`src/psfb_pkg.sv`:
```
// package: command codes, field positions, reset values and carrier types of the status flag bank
package psfb_pkg;
    localparam int          NUM_PAGES        = 2;
    localparam logic [7:0]  CMD_INPUT_STATUS = 8'h7c;
    localparam logic [7:0]  CMD_TEMP_STATUS  = 8'h7d;
    localparam logic [7:0]  CMD_CML_STATUS   = 8'h7e;
    // input voltage status fields
    localparam int          IN_OVF_BIT       = 7;
    localparam int          IN_UVW_BIT       = 5;
    localparam int          IN_LOW_BIT       = 3;
    // temperature status fields
    localparam int          TMP_OTF_BIT      = 7;
    localparam int          TMP_OTW_BIT      = 6;
    // communication status fields
    localparam int          CML_CMD_BIT      = 7;
    localparam int          CML_DATA_BIT     = 6;
    localparam int          CML_PEC_BIT      = 5;
    localparam int          CML_MEM_BIT      = 4;
    localparam int          CML_CORE_BIT     = 3;
    localparam int          CML_LINK_BIT     = 1;
    // supported bit masks; every other position reads zero, except the live low-input bit 3 of input status
    localparam logic [7:0]  IN_LATCH_MASK    = 8'ha0;
    localparam logic [7:0]  TMP_LATCH_MASK   = 8'hc0;
    localparam logic [7:0]  CML_LATCH_MASK   = 8'hfa;
    localparam logic [7:0]  FLAG_RESET       = 8'h00;
    localparam logic        LOW_IN_RESET     = 1'b1;

    // per-page fault events, one-cycle pulses from same-clock logic
    typedef struct packed {
        logic input_overvolt_fault;
        logic input_undervolt_warn;
        logic overtemp_fault;
        logic overtemp_warn;
        logic bad_command_flag;
        logic bad_payload_flag;
        logic pec_fail;
        logic memory_error;
        logic logic_core_error;
        logic link_error_flag;
        logic backchannel_fault;
    } psfb_events_s;

    // host transaction from the bus engine
    typedef struct packed {
        logic       wr_valid;
        logic       rd_valid;
        logic       clear_faults;
        logic [7:0] command;
        logic [7:0] data;
        logic [0:0] page;
    } psfb_host_req_s;

    // alert mask bits for the alertable flags of one page
    typedef struct packed {
        logic [7:0] input_mask;
        logic [7:0] temp_mask;
        logic [7:0] cml_mask;
    } psfb_mask_s;
endpackage

```
`src/psfb_status_bank.sv`:
```
// status flag bank top: per-page input, temperature and communication status bytes
module psfb_status_bank (
    input  wire logic                                          sys_clk,
    input  wire logic                                          reset_n,
    input  wire psfb_pkg::psfb_host_req_s                      host_req,
    input  wire psfb_pkg::psfb_events_s [psfb_pkg::NUM_PAGES-1:0] events,
    input  wire psfb_pkg::psfb_mask_s   [psfb_pkg::NUM_PAGES-1:0] alert_masks,
    input  wire logic [psfb_pkg::NUM_PAGES-1:0]                power_input_rail_low,
    input  wire logic [psfb_pkg::NUM_PAGES-1:0]                internal_five_volt_rail_low,
    input  wire logic [psfb_pkg::NUM_PAGES-1:0]                is_loop_follower,
    output      logic [7:0]                                    rd_data_r,
    output      logic                                          rd_valid_r,
    output      logic                                          bad_command_r,
    output      logic [psfb_pkg::NUM_PAGES-1:0]                cml_summary_r,
    output      logic [psfb_pkg::NUM_PAGES-1:0]                alert_request_r
);
    localparam int NP = psfb_pkg::NUM_PAGES;

    logic [7:0] in_flags   [NP];
    logic [7:0] tmp_flags  [NP];
    logic [7:0] cml_flags  [NP];
    logic [NP-1:0] rail_low_s1_r;
    logic [NP-1:0] rail_low_s2_r;
    logic [NP-1:0] five_low_s1_r;
    logic [NP-1:0] five_low_s2_r;
    logic [NP-1:0] input_below_turn_on_r;
    logic [NP-1:0] uvw_armed_r;
    logic [NP-1:0] alert_nxt;
    logic          wr_in;
    logic          wr_tmp;
    logic          wr_cml;
    logic          cmd_known;

    always_comb begin
        wr_in     = host_req.wr_valid && host_req.command == psfb_pkg::CMD_INPUT_STATUS;
        wr_tmp    = host_req.wr_valid && host_req.command == psfb_pkg::CMD_TEMP_STATUS;
        wr_cml    = host_req.wr_valid && host_req.command == psfb_pkg::CMD_CML_STATUS;
        cmd_known = host_req.command == psfb_pkg::CMD_INPUT_STATUS
                 || host_req.command == psfb_pkg::CMD_TEMP_STATUS
                 || host_req.command == psfb_pkg::CMD_CML_STATUS;
    end

    // rail levels come from analog comparators, so resynchronise them
    always_ff @(posedge sys_clk or negedge reset_n) begin
        if (!reset_n) begin
            rail_low_s1_r <= '1;
            rail_low_s2_r <= '1;
            five_low_s1_r <= '1;
            five_low_s2_r <= '1;
        end else begin
            rail_low_s1_r <= power_input_rail_low;
            rail_low_s2_r <= rail_low_s1_r;
            five_low_s1_r <= internal_five_volt_rail_low;
            five_low_s2_r <= five_low_s1_r;
        end
    end

    // live low-input indicator, not latched, ignores write-one and clear
    always_ff @(posedge sys_clk or negedge reset_n) begin
        if (!reset_n) begin
            input_below_turn_on_r <= {NP{psfb_pkg::LOW_IN_RESET}};
        end else begin
            input_below_turn_on_r <= rail_low_s2_r | five_low_s2_r;
        end
    end

    // warning arms once the input first climbs above turn-on; clear-faults does not disarm
    always_ff @(posedge sys_clk or negedge reset_n) begin
        if (!reset_n) begin
            uvw_armed_r <= '0;
        end else begin
            uvw_armed_r <= uvw_armed_r | ~rail_low_s2_r;
        end
    end

    genvar p;
    generate
        for (p = 0; p < NP; p++) begin : g_page
            logic       sel;
            logic [7:0] in_set;
            logic [7:0] tmp_set;
            logic [7:0] cml_set;
            logic       follower_fault;
            logic       alert_page;

            always_comb begin
                sel = host_req.page == 1'(p);
                follower_fault = events[p].backchannel_fault && is_loop_follower[p];
                in_set = 8'h00;
                in_set[psfb_pkg::IN_OVF_BIT] = events[p].input_overvolt_fault;
                in_set[psfb_pkg::IN_UVW_BIT] = events[p].input_undervolt_warn
                                             && uvw_armed_r[p];
                tmp_set = 8'h00;
                tmp_set[psfb_pkg::TMP_OTF_BIT] = events[p].overtemp_fault;
                tmp_set[psfb_pkg::TMP_OTW_BIT] = events[p].overtemp_warn;
                cml_set = 8'h00;
                cml_set[psfb_pkg::CML_CMD_BIT]  = events[p].bad_command_flag
                    || (host_req.wr_valid || host_req.rd_valid) && !cmd_known && sel;
                cml_set[psfb_pkg::CML_DATA_BIT] = events[p].bad_payload_flag;
                cml_set[psfb_pkg::CML_PEC_BIT]  = events[p].pec_fail;
                cml_set[psfb_pkg::CML_MEM_BIT]  = events[p].memory_error;
                cml_set[psfb_pkg::CML_CORE_BIT] = events[p].logic_core_error;
                cml_set[psfb_pkg::CML_LINK_BIT] = events[p].link_error_flag
                                                || follower_fault;
            end

            psfb_flag_byte #(.LATCH_MASK(psfb_pkg::IN_LATCH_MASK)) u_in (
                .sys_clk    (sys_clk),
                .reset_n    (reset_n),
                .set_bits   (in_set),
                .clear_all  (host_req.clear_faults && sel),
                .write_one  (wr_in && sel),
                .write_data (host_req.data),
                .flags_r    (in_flags[p])
            );

            psfb_flag_byte #(.LATCH_MASK(psfb_pkg::TMP_LATCH_MASK)) u_tmp (
                .sys_clk    (sys_clk),
                .reset_n    (reset_n),
                .set_bits   (tmp_set),
                .clear_all  (host_req.clear_faults && sel),
                .write_one  (wr_tmp && sel),
                .write_data (host_req.data),
                .flags_r    (tmp_flags[p])
            );

            psfb_flag_byte #(.LATCH_MASK(psfb_pkg::CML_LATCH_MASK)) u_cml (
                .sys_clk    (sys_clk),
                .reset_n    (reset_n),
                .set_bits   (cml_set),
                .clear_all  (host_req.clear_faults && sel),
                .write_one  (wr_cml && sel),
                .write_data (host_req.data),
                .flags_r    (cml_flags[p])
            );

            // low-input bit 3 is left out: it is informational only
            always_comb begin
                alert_page = |(in_flags[p] & psfb_pkg::IN_LATCH_MASK
                               & ~alert_masks[p].input_mask)
                           || |(tmp_flags[p] & ~alert_masks[p].temp_mask)
                           || |(cml_flags[p] & ~alert_masks[p].cml_mask);
            end

            // one writer per page bit, so no process shares the alert vector
            assign alert_nxt[p] = alert_page;
        end
    endgenerate

    always_ff @(posedge sys_clk or negedge reset_n) begin
        if (!reset_n) begin
            alert_request_r <= '0;
        end else begin
            alert_request_r <= alert_nxt;
        end
    end

    // summary follows the latched flags, so write-one clears drop it as well
    always_ff @(posedge sys_clk or negedge reset_n) begin
        if (!reset_n) begin
            cml_summary_r <= '0;
        end else begin
            for (int i = 0; i < NP; i++) begin
                cml_summary_r[i] <= |cml_flags[i];
            end
        end
    end

    // read port: one byte per Read Byte, addressed page selects the copy
    always_ff @(posedge sys_clk or negedge reset_n) begin
        if (!reset_n) begin
            rd_data_r     <= 8'h00;
            rd_valid_r    <= 1'b0;
            bad_command_r <= 1'b0;
        end else begin
            rd_valid_r    <= host_req.rd_valid;
            bad_command_r <= (host_req.rd_valid || host_req.wr_valid) && !cmd_known;
            if (host_req.rd_valid) begin
                unique case (host_req.command)
                    psfb_pkg::CMD_INPUT_STATUS: begin
                        rd_data_r <= in_flags[host_req.page]
                                   | ({7'h00, input_below_turn_on_r[host_req.page]}
                                      << psfb_pkg::IN_LOW_BIT);
                    end
                    psfb_pkg::CMD_TEMP_STATUS: begin
                        rd_data_r <= tmp_flags[host_req.page];
                    end
                    psfb_pkg::CMD_CML_STATUS: begin
                        rd_data_r <= cml_flags[host_req.page];
                    end
                    default: begin
                        rd_data_r <= 8'h00;
                    end
                endcase
            end
        end
    end
endmodule

```
`src/psfb_flag_byte.sv`:
```
// one latched status byte: set by events, cleared by clear-faults or write-one
module psfb_flag_byte #(
    parameter logic [7:0] LATCH_MASK = 8'h00
) (
    input  wire logic       sys_clk,
    input  wire logic       reset_n,
    input  wire logic [7:0] set_bits,
    input  wire logic       clear_all,
    input  wire logic       write_one,
    input  wire logic [7:0] write_data,
    output      logic [7:0] flags_r
);
    logic [7:0] clr;
    logic [7:0] flags_nxt;

    always_comb begin
        clr = clear_all ? 8'hff : (write_one ? write_data : 8'h00);
        // a set arriving with its clear wins, so no event is lost
        flags_nxt = ((flags_r & ~clr) | set_bits) & LATCH_MASK;
    end

    always_ff @(posedge sys_clk or negedge reset_n) begin
        if (!reset_n) begin
            flags_r <= psfb_pkg::FLAG_RESET;
        end else begin
            flags_r <= flags_nxt;
        end
    end
endmodule

```
`config.mk`:
```
export PLATFORM = sky130hd
export DESIGN_NAME = psfb_status_bank
export DESIGN_NICKNAME = d
export VERILOG_FILES = /design/src/psfb_pkg.sv /design/src/psfb_status_bank.sv /design/src/psfb_flag_byte.sv
export SDC_FILE = /design/constraint.sdc
export NUM_CORES = 1
export LEC_CHECK = 0
export BUFFER_PORTS_ARGS = -buffer_cell sky130_fd_sc_hd__buf_4
export CAP_MARGIN = 20
export CORE_MARGIN = 2
export CORE_UTILIZATION = 45
export DETAILED_ROUTE_END_ITERATION = 10
export PLACE_DENSITY = 0.78
export SETUP_SLACK_MARGIN = 0.3
export SLEW_MARGIN = 20
export SYNTH_ARGS = -nofsm -noshare
export SYNTH_HDL_FRONTEND = slang
export SYNTH_SLANG_ARGS = --single-unit
```
`constraint.sdc`:
```
create_clock -name sys_clk -period 1.75 [get_ports sys_clk]
set_input_delay 0.0875 -clock sys_clk [delete_from_list [all_inputs] [get_ports sys_clk]]
set_output_delay 0.0875 -clock sys_clk [all_outputs]
set_load 0.1 [all_outputs]
```
# Word-level counts from Yosys, hierarchy flattened
# Index checks and enable logic that the tools add are counted.
classes:
  magnitude_cmp: 2
  eq_ne: 3
  muxes: 24
  bitwise: 36
  n_reduce_logical: 38
op_table:
  columns: ["cell", "count"]
  rows:
  - ["8-bit two-way mux", 21]
  - ["8-bit bitwise AND", 12]
  - ["8-bit NOT", 12]
  - ["8-bit bitwise OR", 6]
  - ["8-bit OR reduction", 6]
  - ["8-bit by 7-bit equality test with 1-bit output, second input constant", 3]
  - ["8-bit one-hot mux with 3 select lines", 1]
  - ["1-bit logical AND", 18]
  - ["6-bit OR reduction", 2]
  - ["1-bit logical OR", 11]
  - ["8-bit by 4-bit bitwise OR with 8-bit output", 1]
  - ["2-bit bitwise OR", 2]
  - ["2-bit greater-or-equal comparator, second input constant", 1]
  - ["1-bit by 2-bit < comparator with 1-bit output, second input constant", 1]
  - ["1-bit two-way mux", 2]
  - ["1-bit NOT with 2-bit output", 1]
  - ["2-bit NOT", 1]
  - ["1-bit logical NOT", 1]
  - ["1-bit NOT", 1]
totals:
  ff_bits: 46
  out_inout_bits: 14
  word_cells: 120

# Longest topological paths before layout
# Gate-level depths: netlist of run 1.
depth:
  depth_word: 8
  depth_mapped: 5

# By module
# A second synthesis of run 1 with hierarchy kept.
hier_totals:
  hier_cells: 281
  area_unflattened_um2: 2690.1
modules_own_cells:
  columns: ["module", "instances", "cells_each", "area_each_um2", "seq_area_each_um2"]
  rows:
  - ["psfb_status_bank", 1, 181, 1684.1, 663.1]
  - ["psfb_flag_byte (g_page[0].u_in ...)", 4, 14, 127.6, 50.0]
  - ["psfb_flag_byte (g_page[0].u_cml ...)", 2, 22, 247.7, 150.1]

# Worst setup path after synthesis of run 1
# OpenSTA, ideal clock, no wires.
synth_timing:
  path_type: "reg2reg"
  from: "reg, netlist name rd_data_r[7]"
  to: "reg rd_data_r[7]"
  setup_ns: 0.120
  arrival_time_ns: 1.189
  setup_slack_ns: 0.441
  stages_incl_launch_ff: 3
  path_buffers: 0
  path_cell_list: "dfrtp_1 > nor2b_1 > a31o_2"
synth_lines:
  columns: ["item", "line", "text"]
  rows:
  - ["end signal, assigned", "psfb_status_bank.sv:181", "rd_data_r <= in_flags[host_req.page]"]
  - ["end signal, assigned", "psfb_status_bank.sv:186", "rd_data_r <= tmp_flags[host_req.page];"]
  - ["end signal, assigned", "psfb_status_bank.sv:189", "rd_data_r <= cml_flags[host_req.page];"]
  - ["end, declared", "psfb_status_bank.sv:11", "output logic [7:0] rd_data_r,"]

# Final worst setup path of run 1
layout_timing:
  from: "reg g_page[0].u_in.flags_r[7]"
  to: "reg rd_data_r[7]"
layout_between:
  elab_chain_len: 5
layout_rtl:
  columns: ["item", "line", "text"]
  rows:
  - ["start, declared", "psfb_flag_byte.sv:11", "output logic [7:0] flags_r"]
  - ["start signal, assigned", "psfb_flag_byte.sv:24", "flags_r <= psfb_pkg::FLAG_RESET;"]
  - ["start signal, assigned", "psfb_flag_byte.sv:26", "flags_r <= flags_nxt;"]
  - ["8-bit two-way mux (implied by the code) (3 in series)", "psfb_status_bank.sv:181", null]
  - ["8-bit by 4-bit bitwise OR with 8-bit output", "psfb_status_bank.sv:182", "| ({7'h00, input_below_turn_on_r[host_req.page]}"]
  - ["8-bit one-hot mux with 3 select lines", "psfb_status_bank.sv:179", "unique case (host_req.command)"]
# No other way between the ends. The select of a mux whose other input is x is not followed.
# A chain may end at the register's enable or synchronous reset.

==> metrics.txt, run 1 <==
Final nets=388; Placed Instances=317; Tmin final=1.348 ns; initial antenna violation count=0; vias post-DR=just under 2000; top cell type's share of synthesized area=0.4057; post-synthesis sequential area ratio=0.5310; area delta synth->final=42.72%; highest metal used=met4; Peak VDD IR=around 0.47 mV; outcome=complete, no violations; Worst R2R Setup Slack=0.40 ns; DR vias/cell=5.601; Worst Setup Path Type=flip-flop to flip-flop; FP Rows=24; worst hold path type=input pin to flip-flop; Distinct cells, synth=41; CTS resizes=0; Reg-to-Reg End=rd_data_r[7]$_DFFE_PN0P_; core region area=~4400 µm²; # IOs=112; clk buf depth=2; relative slew slack=0.6318; Synth Flop Type=dfrtp_1; final cell count without fillers=343; #FFs+latches synth=44; synth warn=0; share of cells above drive strength 1=0.3986; Design Power=0.002148 W; area of the mapped netlist=around 2100 µm²; met1 wire length=2321 µm; Starting Density=0.4751; TNS Setup=0 ns; final design utilization=0.6780; wire length on met2=2811 µm; 1st-pass router iterations=4; drt first-iter violations=~220; Detailed Route WL=approximately 5800 µm; Die Ht=a little over 70 µm; syn_area_per_cell=10.98 µm²; WHS Endpoint=g_page[1].u_cml.flags_r[1]$_DFF_PN0_; Die ar.=5222 µm²; wire length of the first global-routing pass=approximately 9300 µm; period utilisation layout=0.7704; WP data required=1.94 ns; DRT antenna net count=0; Clock Pin Slew Worst Setup and Hold Paths=approximately 0.080 ns; skew final=0.005119 ns; DRC=0; footprint of the multi-input gates=847.1 µm²; Die X=72.27 µm; ranking of synthesized cells by area=dfrtp_1 (41%), dfstp_2 (13%), nand4_1 (3.9%); total gr overflow=0; CTS tree=built; max_cap viols=0; hold depth=2; largest net degree at the start of global routing=between 40 and 50; Critical Path End Type=flip-flop; GRT Overall Usage=0.2361; Root Driver=clkbuf_8; # diodes=0; most frequent cell after synthesis=dfrtp_1; Critical R2R Launch=g_page[0].u_in.flags_r[7]$_DFF_PN0_; Power Dens Cells=717.6 nW/µm²; H-tree levels=2; Setup Viol. Count Final=0; top cells by instance count after synthesis=dfrtp_1 (34), inv_1 (19), a21oi_1 (13), nand4_1 (13), nand2b_1 (11); Peak Freq=741.8 MHz; routability cong.=0.8040; async set-reset flop share out of synthesis=1.000; Crit path arrival time=1.54 ns; minimum hold slack=0.02657 ns; FF-to-FF path depth=3; number of synthesized flops with an enable pin=0; Worst Hold Launch=is_loop_follower[1]; LEAKAGE=1.383 nW; crit path max fanout=3; Slew Viols, Final=0; WL per Instance=16.88 µm; number of global-route vias before repair=roughly 1900; actual slew at the worst max-slew pin=0.5522 ns; Cells after Synth=191; clock latency at the later pin of the worst-skew pair=0.29 ns; PortBufs=79; crit path launch type=flip-flop; post-CTS setup buffers=0; hold_buf cts=18; fill count=approximately 350; WL met3=522 µm; RSZ-0062 raised after global routing=no; Yosys top cell by area=dfrtp_1; Final Hold Viols=0; Inserted Clock Buffers=5; register cell area after layout=1114 µm²; clk sinks=44; DP HPWL=4328 µm
==> state kept, by name, summed over array words and instances, names as in the netlist <==
signal                 count
five_low_s2_r              2
g_page.u_in.flags_r        4
g_page.u_tmp.flags_r       4
rail_low_s2_r              2
five_low_s1_r              2
bad_command_r              1
rd_data_r                  6
cml_summary_r              2
g_page.u_cml.flags_r      12
rail_low_s1_r              2
uvw_armed_r                2
alert_request_r            2
rd_valid_r                 1
input_below_turn_on_r      2
==> critical path, stage by stage, from the launching register on <==
cell,delay (ns)
dfrtp_1,0.41
mux4_2,0.46
o2bb2ai_1,0.14
a31o_2,0.24
==> how the worst max path moves through the flow <==
stage                                              start                       end  cells past startpoint
floorplan                       rd_data_r[7]$_DFFE_PN0P_  rd_data_r[7]$_DFFE_PN0P_                      2
global placement    g_page[1].u_cml.flags_r[7]$_DFF_PN0_  rd_data_r[7]$_DFFE_PN0P_                      3
detailed placement   g_page[0].u_in.flags_r[7]$_DFF_PN0_  rd_data_r[7]$_DFFE_PN0P_                      3
CTS                  g_page[0].u_in.flags_r[7]$_DFF_PN0_  rd_data_r[7]$_DFFE_PN0P_                      3
global route         g_page[0].u_in.flags_r[7]$_DFF_PN0_  rd_data_r[7]$_DFFE_PN0P_                      3
finish               g_page[0].u_in.flags_r[7]$_DFF_PN0_  rd_data_r[7]$_DFFE_PN0P_                      3
==> per-stage QoR <==
stage               worst slack [ns]  instance area, µm²
floorplan                     0.4407                2101
global placement              0.4262                2720
detailed placement            0.4151                2720
CTS                           0.4037                2993
global route                  0.3791                2993
finish                        0.4018                2993
==> placed cells by master, fill, tap and decap left out, drive strengths merged, types with 3 or more instances in the layout <==
| master | netlist | layout |
|---|---|---|
| nor2b | 4 | 4 |
| a31o | 9 | 9 |
| nand3 | 3 | 3 |
| nand4 | 13 | 13 |
| mux4 | 3 | 3 |
| clkbuf | 3 | 6 |
| o2bb2ai | 3 | 3 |
| a21oi | 13 | 13 |
| o22ai | 7 | 7 |
| dlygate4sd3 | 0 | 18 |
| nand2b | 11 | 11 |
| mux2i | 3 | 3 |
| nor2 | 7 | 7 |
| dfstp | 10 | 10 |
| buf | 7 | 83 |
| inv | 19 | 19 |
| nand2 | 9 | 9 |
| nor4 | 3 | 3 |
| dfrtp | 34 | 34 |
==> logic make-up after synthesis <==
logic type      after synthesis  synth area share
compound gates               47            0.1677
other cells                   1          0.001788
buf+inv                      29           0.06682
simple gates                 62            0.1718
flops                        44            0.5310
mux                           8           0.06086
==> layout make-up <==
cell class,instances,area share
Inverter,19,0.02383
Clock buffer,6,0.02759
Tap cell,52,0.02174
Timing Repair Buffer,101,0.2684
Clock inverter,2,0.003344
Sequential cell,44,0.3721
Multi-Input combinational cell,119,0.2830
==> report_power, final <==
part / switching, W / internal (W)
Sequential: 0.0000332 / 0.00107
Clock: 0.000339 / 0.000315
Combinational: 0.000192 / 0.000199
Total: 0.000564 / 0.00158
==> metal layers <==
layer	up-vias	track usage
li1	904	-
met1	907	0.3172
met2	101	0.3792
met3	9	0.04167
met4	0	0.09853
met5	-	0
Note: power is estimated with default switching activity, not from simulation.
==> run 2, diff against run 1 <==
--- a/config.mk
+++ b/config.mk
@@ -8,9 +8,9 @@
 export BUFFER_PORTS_ARGS = -buffer_cell sky130_fd_sc_hd__buf_4
 export CAP_MARGIN = 20
 export CORE_MARGIN = 2
-export CORE_UTILIZATION = 45
+export CORE_UTILIZATION = 40
 export DETAILED_ROUTE_END_ITERATION = 10
-export PLACE_DENSITY = 0.78
+export PLACE_DENSITY = 0.73
 export SETUP_SLACK_MARGIN = 0.3
 export SLEW_MARGIN = 20
 export SYNTH_ARGS = -nofsm -noshare
==> constraint.sdc (replaced) <==
create_clock -name sys_clk -period 1.1 [get_ports sys_clk]
set_input_delay 0.055 -clock sys_clk [delete_from_list [all_inputs] [get_ports sys_clk]]
set_output_delay 0.055 -clock sys_clk [all_outputs]
set_load 0.1 [all_outputs]
==> run 2 against run 1 <==
The flow now finishes with violations (hold timing, setup timing). Sequential cell count is the same. Sequential share of layout area shrank 8.2 points. Register-to-register slack lost 0.59 ns. Combinational power grew 150%. First-iteration DRC count shrank 30%. Die area grew 12%. Count of clock-buffer cells in the layout is the same. Sequential power grew 60%. Maximum frequency grew 4.7%. Cell count grew 19%. Routed wire length grew 30%. Total power grew 82%.
==> metrics.txt, run 2 (same netlist as run 1, synthesis figures left out) <==
1st-pass router iterations=4 (unchanged); Die ar.=5838 µm² (+12%); minimum hold slack=-0.01104 ns (-0.03761 ns); wire length of the first global-routing pass=11300 µm (+22%); vias post-DR=2203 (+15%); area delta synth->final=86.46%; Psw=0.001088 W (+93%); DRC=0 (unchanged); routability cong.=0.8554 (+6.4%); worst hold path type=input pin to flip-flop; period utilisation layout=1.171 (+0.4007); CTS tree=built; Power Dens Cells=1000 nW/µm² (+39%); WL per Instance=18.38 µm (+8.9%); Peak VDD IR=0.8315 mV (+78%); grt met2 use=0.4372 (+0.05796); Logic pwr share=0.245 (+0.063); number of global-route vias before repair=2251 (+20%); Slew Viols, Final=0 (unchanged); PortBufs=79 (unchanged); DP HPWL=4818 µm (+11%); drt first-iter violations=157 (-30%); final cell count without fillers=408 (+19%); GRT Overall Usage=0.2483 (+0.01215); most common cell after layout, fill and taps aside=buf_4; Die X=76.41 µm (+5.7%); share of total power in sequential cells=0.449 (-0.064); P_int=0.002822 W (+78%); clk sinks=44 (unchanged); Final Hold Viols=1 (+1); max_cap viols=0 (unchanged); largest net degree at the start of global routing=45 (unchanged); Tmin final=1.288 ns (-0.05995 ns); FF-to-FF path depth=3 (unchanged); WP data required=1.30 ns (-0.64 ns); Starting Density=0.4132 (-0.06184); Peak Freq=776.3 MHz (+4.7%); Placed Instances=368 (+16%); Inserted Clock Buffers=5 (unchanged); Critical Path End Type=flip-flop; final worst slack=-0.1882 ns (-0.5901 ns); hold depth=2 (unchanged); grt peak-use layer=met2; outcome=finished, violations left; Clock Pin Slew Worst Setup and Hold Paths=0.09 ns (about the same); DRT antenna net count=0 (unchanged); Placement Setup Slack=-0.1736 ns (-0.5886 ns); Detailed Route WL=7500 µm (+30%); core region area=5075 µm² (+15%); Design Power=0.003910 W (+82%); Root Driver=clkbuf_8; H-tree levels=2 (unchanged); Crit path arrival time=1.49 ns (-0.05 ns); # IOs=112 (unchanged); Biggest register=g_page.u_cml.flags_r; GR Util met1=0.3078 (-0.009373); clock latency at the later pin of the worst-skew pair=0.30 ns (about the same); initial antenna violation count=0 (unchanged); Die Ht=76.41 µm (+5.7%); skew final=0.004148 ns (-0.0009714 ns); Worst Setup Path Type=flip-flop to flip-flop; # diodes=0 (unchanged); LEAKAGE=1.738 nW (+26%); violated checks=hold timing, setup timing; most frequent cells in the layout=buf_4 (90), buf_6 (28), dfrtp_1 (22), dlygate4sd3_1 (18), nand4_1 (13); Setup Viol. Count Final=9 (+9); max reg flops=12 (unchanged); total gr overflow=0 (unchanged); clock power share=0.306 (about the same); clk buf depth=2 (unchanged); Final nets=435 (+12%); biggest regs=g_page.u_cml.flags_r x12, rd_data_r x6; share of cells above drive strength 1=0.6391 (+0.2404); crit path launch type=flip-flop; RSZ-0062 raised after global routing=yes; DR vias/cell=5.400 (-3.6%); FP Rows=26 (+8.3%); sw frac=0.2783 (+0.01559); M3 GR Usage=0.05095 (+0.009281); crit path max fanout=2 (-1)
[run 2: cell count changes in the layout (fill, tap and decap cells not counted), sizes merged]
cell    change
buf        +47
clkinv      -2
inv         +2
[run 2: cell type report]
cell class,instances,area (µm²)
tap,70,87.58
clock buffer,6,93.84
timing repair buffer,148,1411
multi-input combinational,119,1092
clock inverter,2,15.01
inverter,19,73.82
sequential,44,1136
fill,323,1165
[run 2: power by group through the flow]
stage	Sequential [W]	Combinational, W	Clock [W]
final	0.00176	0.000959	0.00119
after CTS	0.00175	0.000840	0.00120
after floorplan	0.00181	0.000254	0
after global routing	0.00176	0.00102	0.00129
after detailed placement	0.00177	0.000684	0
after global placement	0.00177	0.000679	0
[run 2: per-layer routing]
layer	vias up	share of wire
met4	0	0.026
met3	20	0.061
met5	-	0
li1	997	-
met2	94	0.52
met1	1092	0.39
[run 2: what timing repair did]
item / 4_1_cts / 5_1_grt
setup buffers: 4 / 10
pin swaps: 15 / 21
hold endpoints to repair: 53 / 2
endpoints found under the setup margin: 38 / 52
gates resized for setup: 83 / 31
hold buffers: 17 / 1
cloned: 0 / 0
[run 2: through the flow]
step / util / TNS [ns] / instance area (µm²)
floorplan: - / -0.3613 / 2158
global placement: 0.5954 / -0.9231 / 3022
detailed placement: 0.5954 / -1.108 / 3022
CTS: 0.7271 / -0.7418 / 3690
global route: 0.7705 / -1.239 / 3910
finish: 0.7705 / -0.8434 / 3910
[run 2: path summary, 6_finish.rpt]
kind	startpoint	end	slack, ns
max	g_page[1].u_cml.flags_r[7]$_DFF_PN0_	rd_data_r[7]$_DFFE_PN0P_	-0.19
min	events[1]	g_page[0].u_cml.flags_r[1]$_DFF_PN0_	-0.01
max reg2reg	g_page[1].u_cml.flags_r[7]$_DFF_PN0_	rd_data_r[7]$_DFFE_PN0P_	-0.19
min reg2reg	five_low_s1_r[1]$_DFF_PN1_	five_low_s2_r[1]$_DFF_PN1_	0.36
max in group asynchronous	reset_n	rd_data_r[6]$_DFFE_PN0P_	0.53
min in group asynchronous	reset_n	uvw_armed_r[1]$_DFF_PN0_	0.24
[run 2: worst max-delay path, cell delays in order (launching register included)]
cell,delay (ns)
dfrtp_1,0.40
mux4_2,0.46
o2bb2ai_1,0.13
a31o_2,0.19
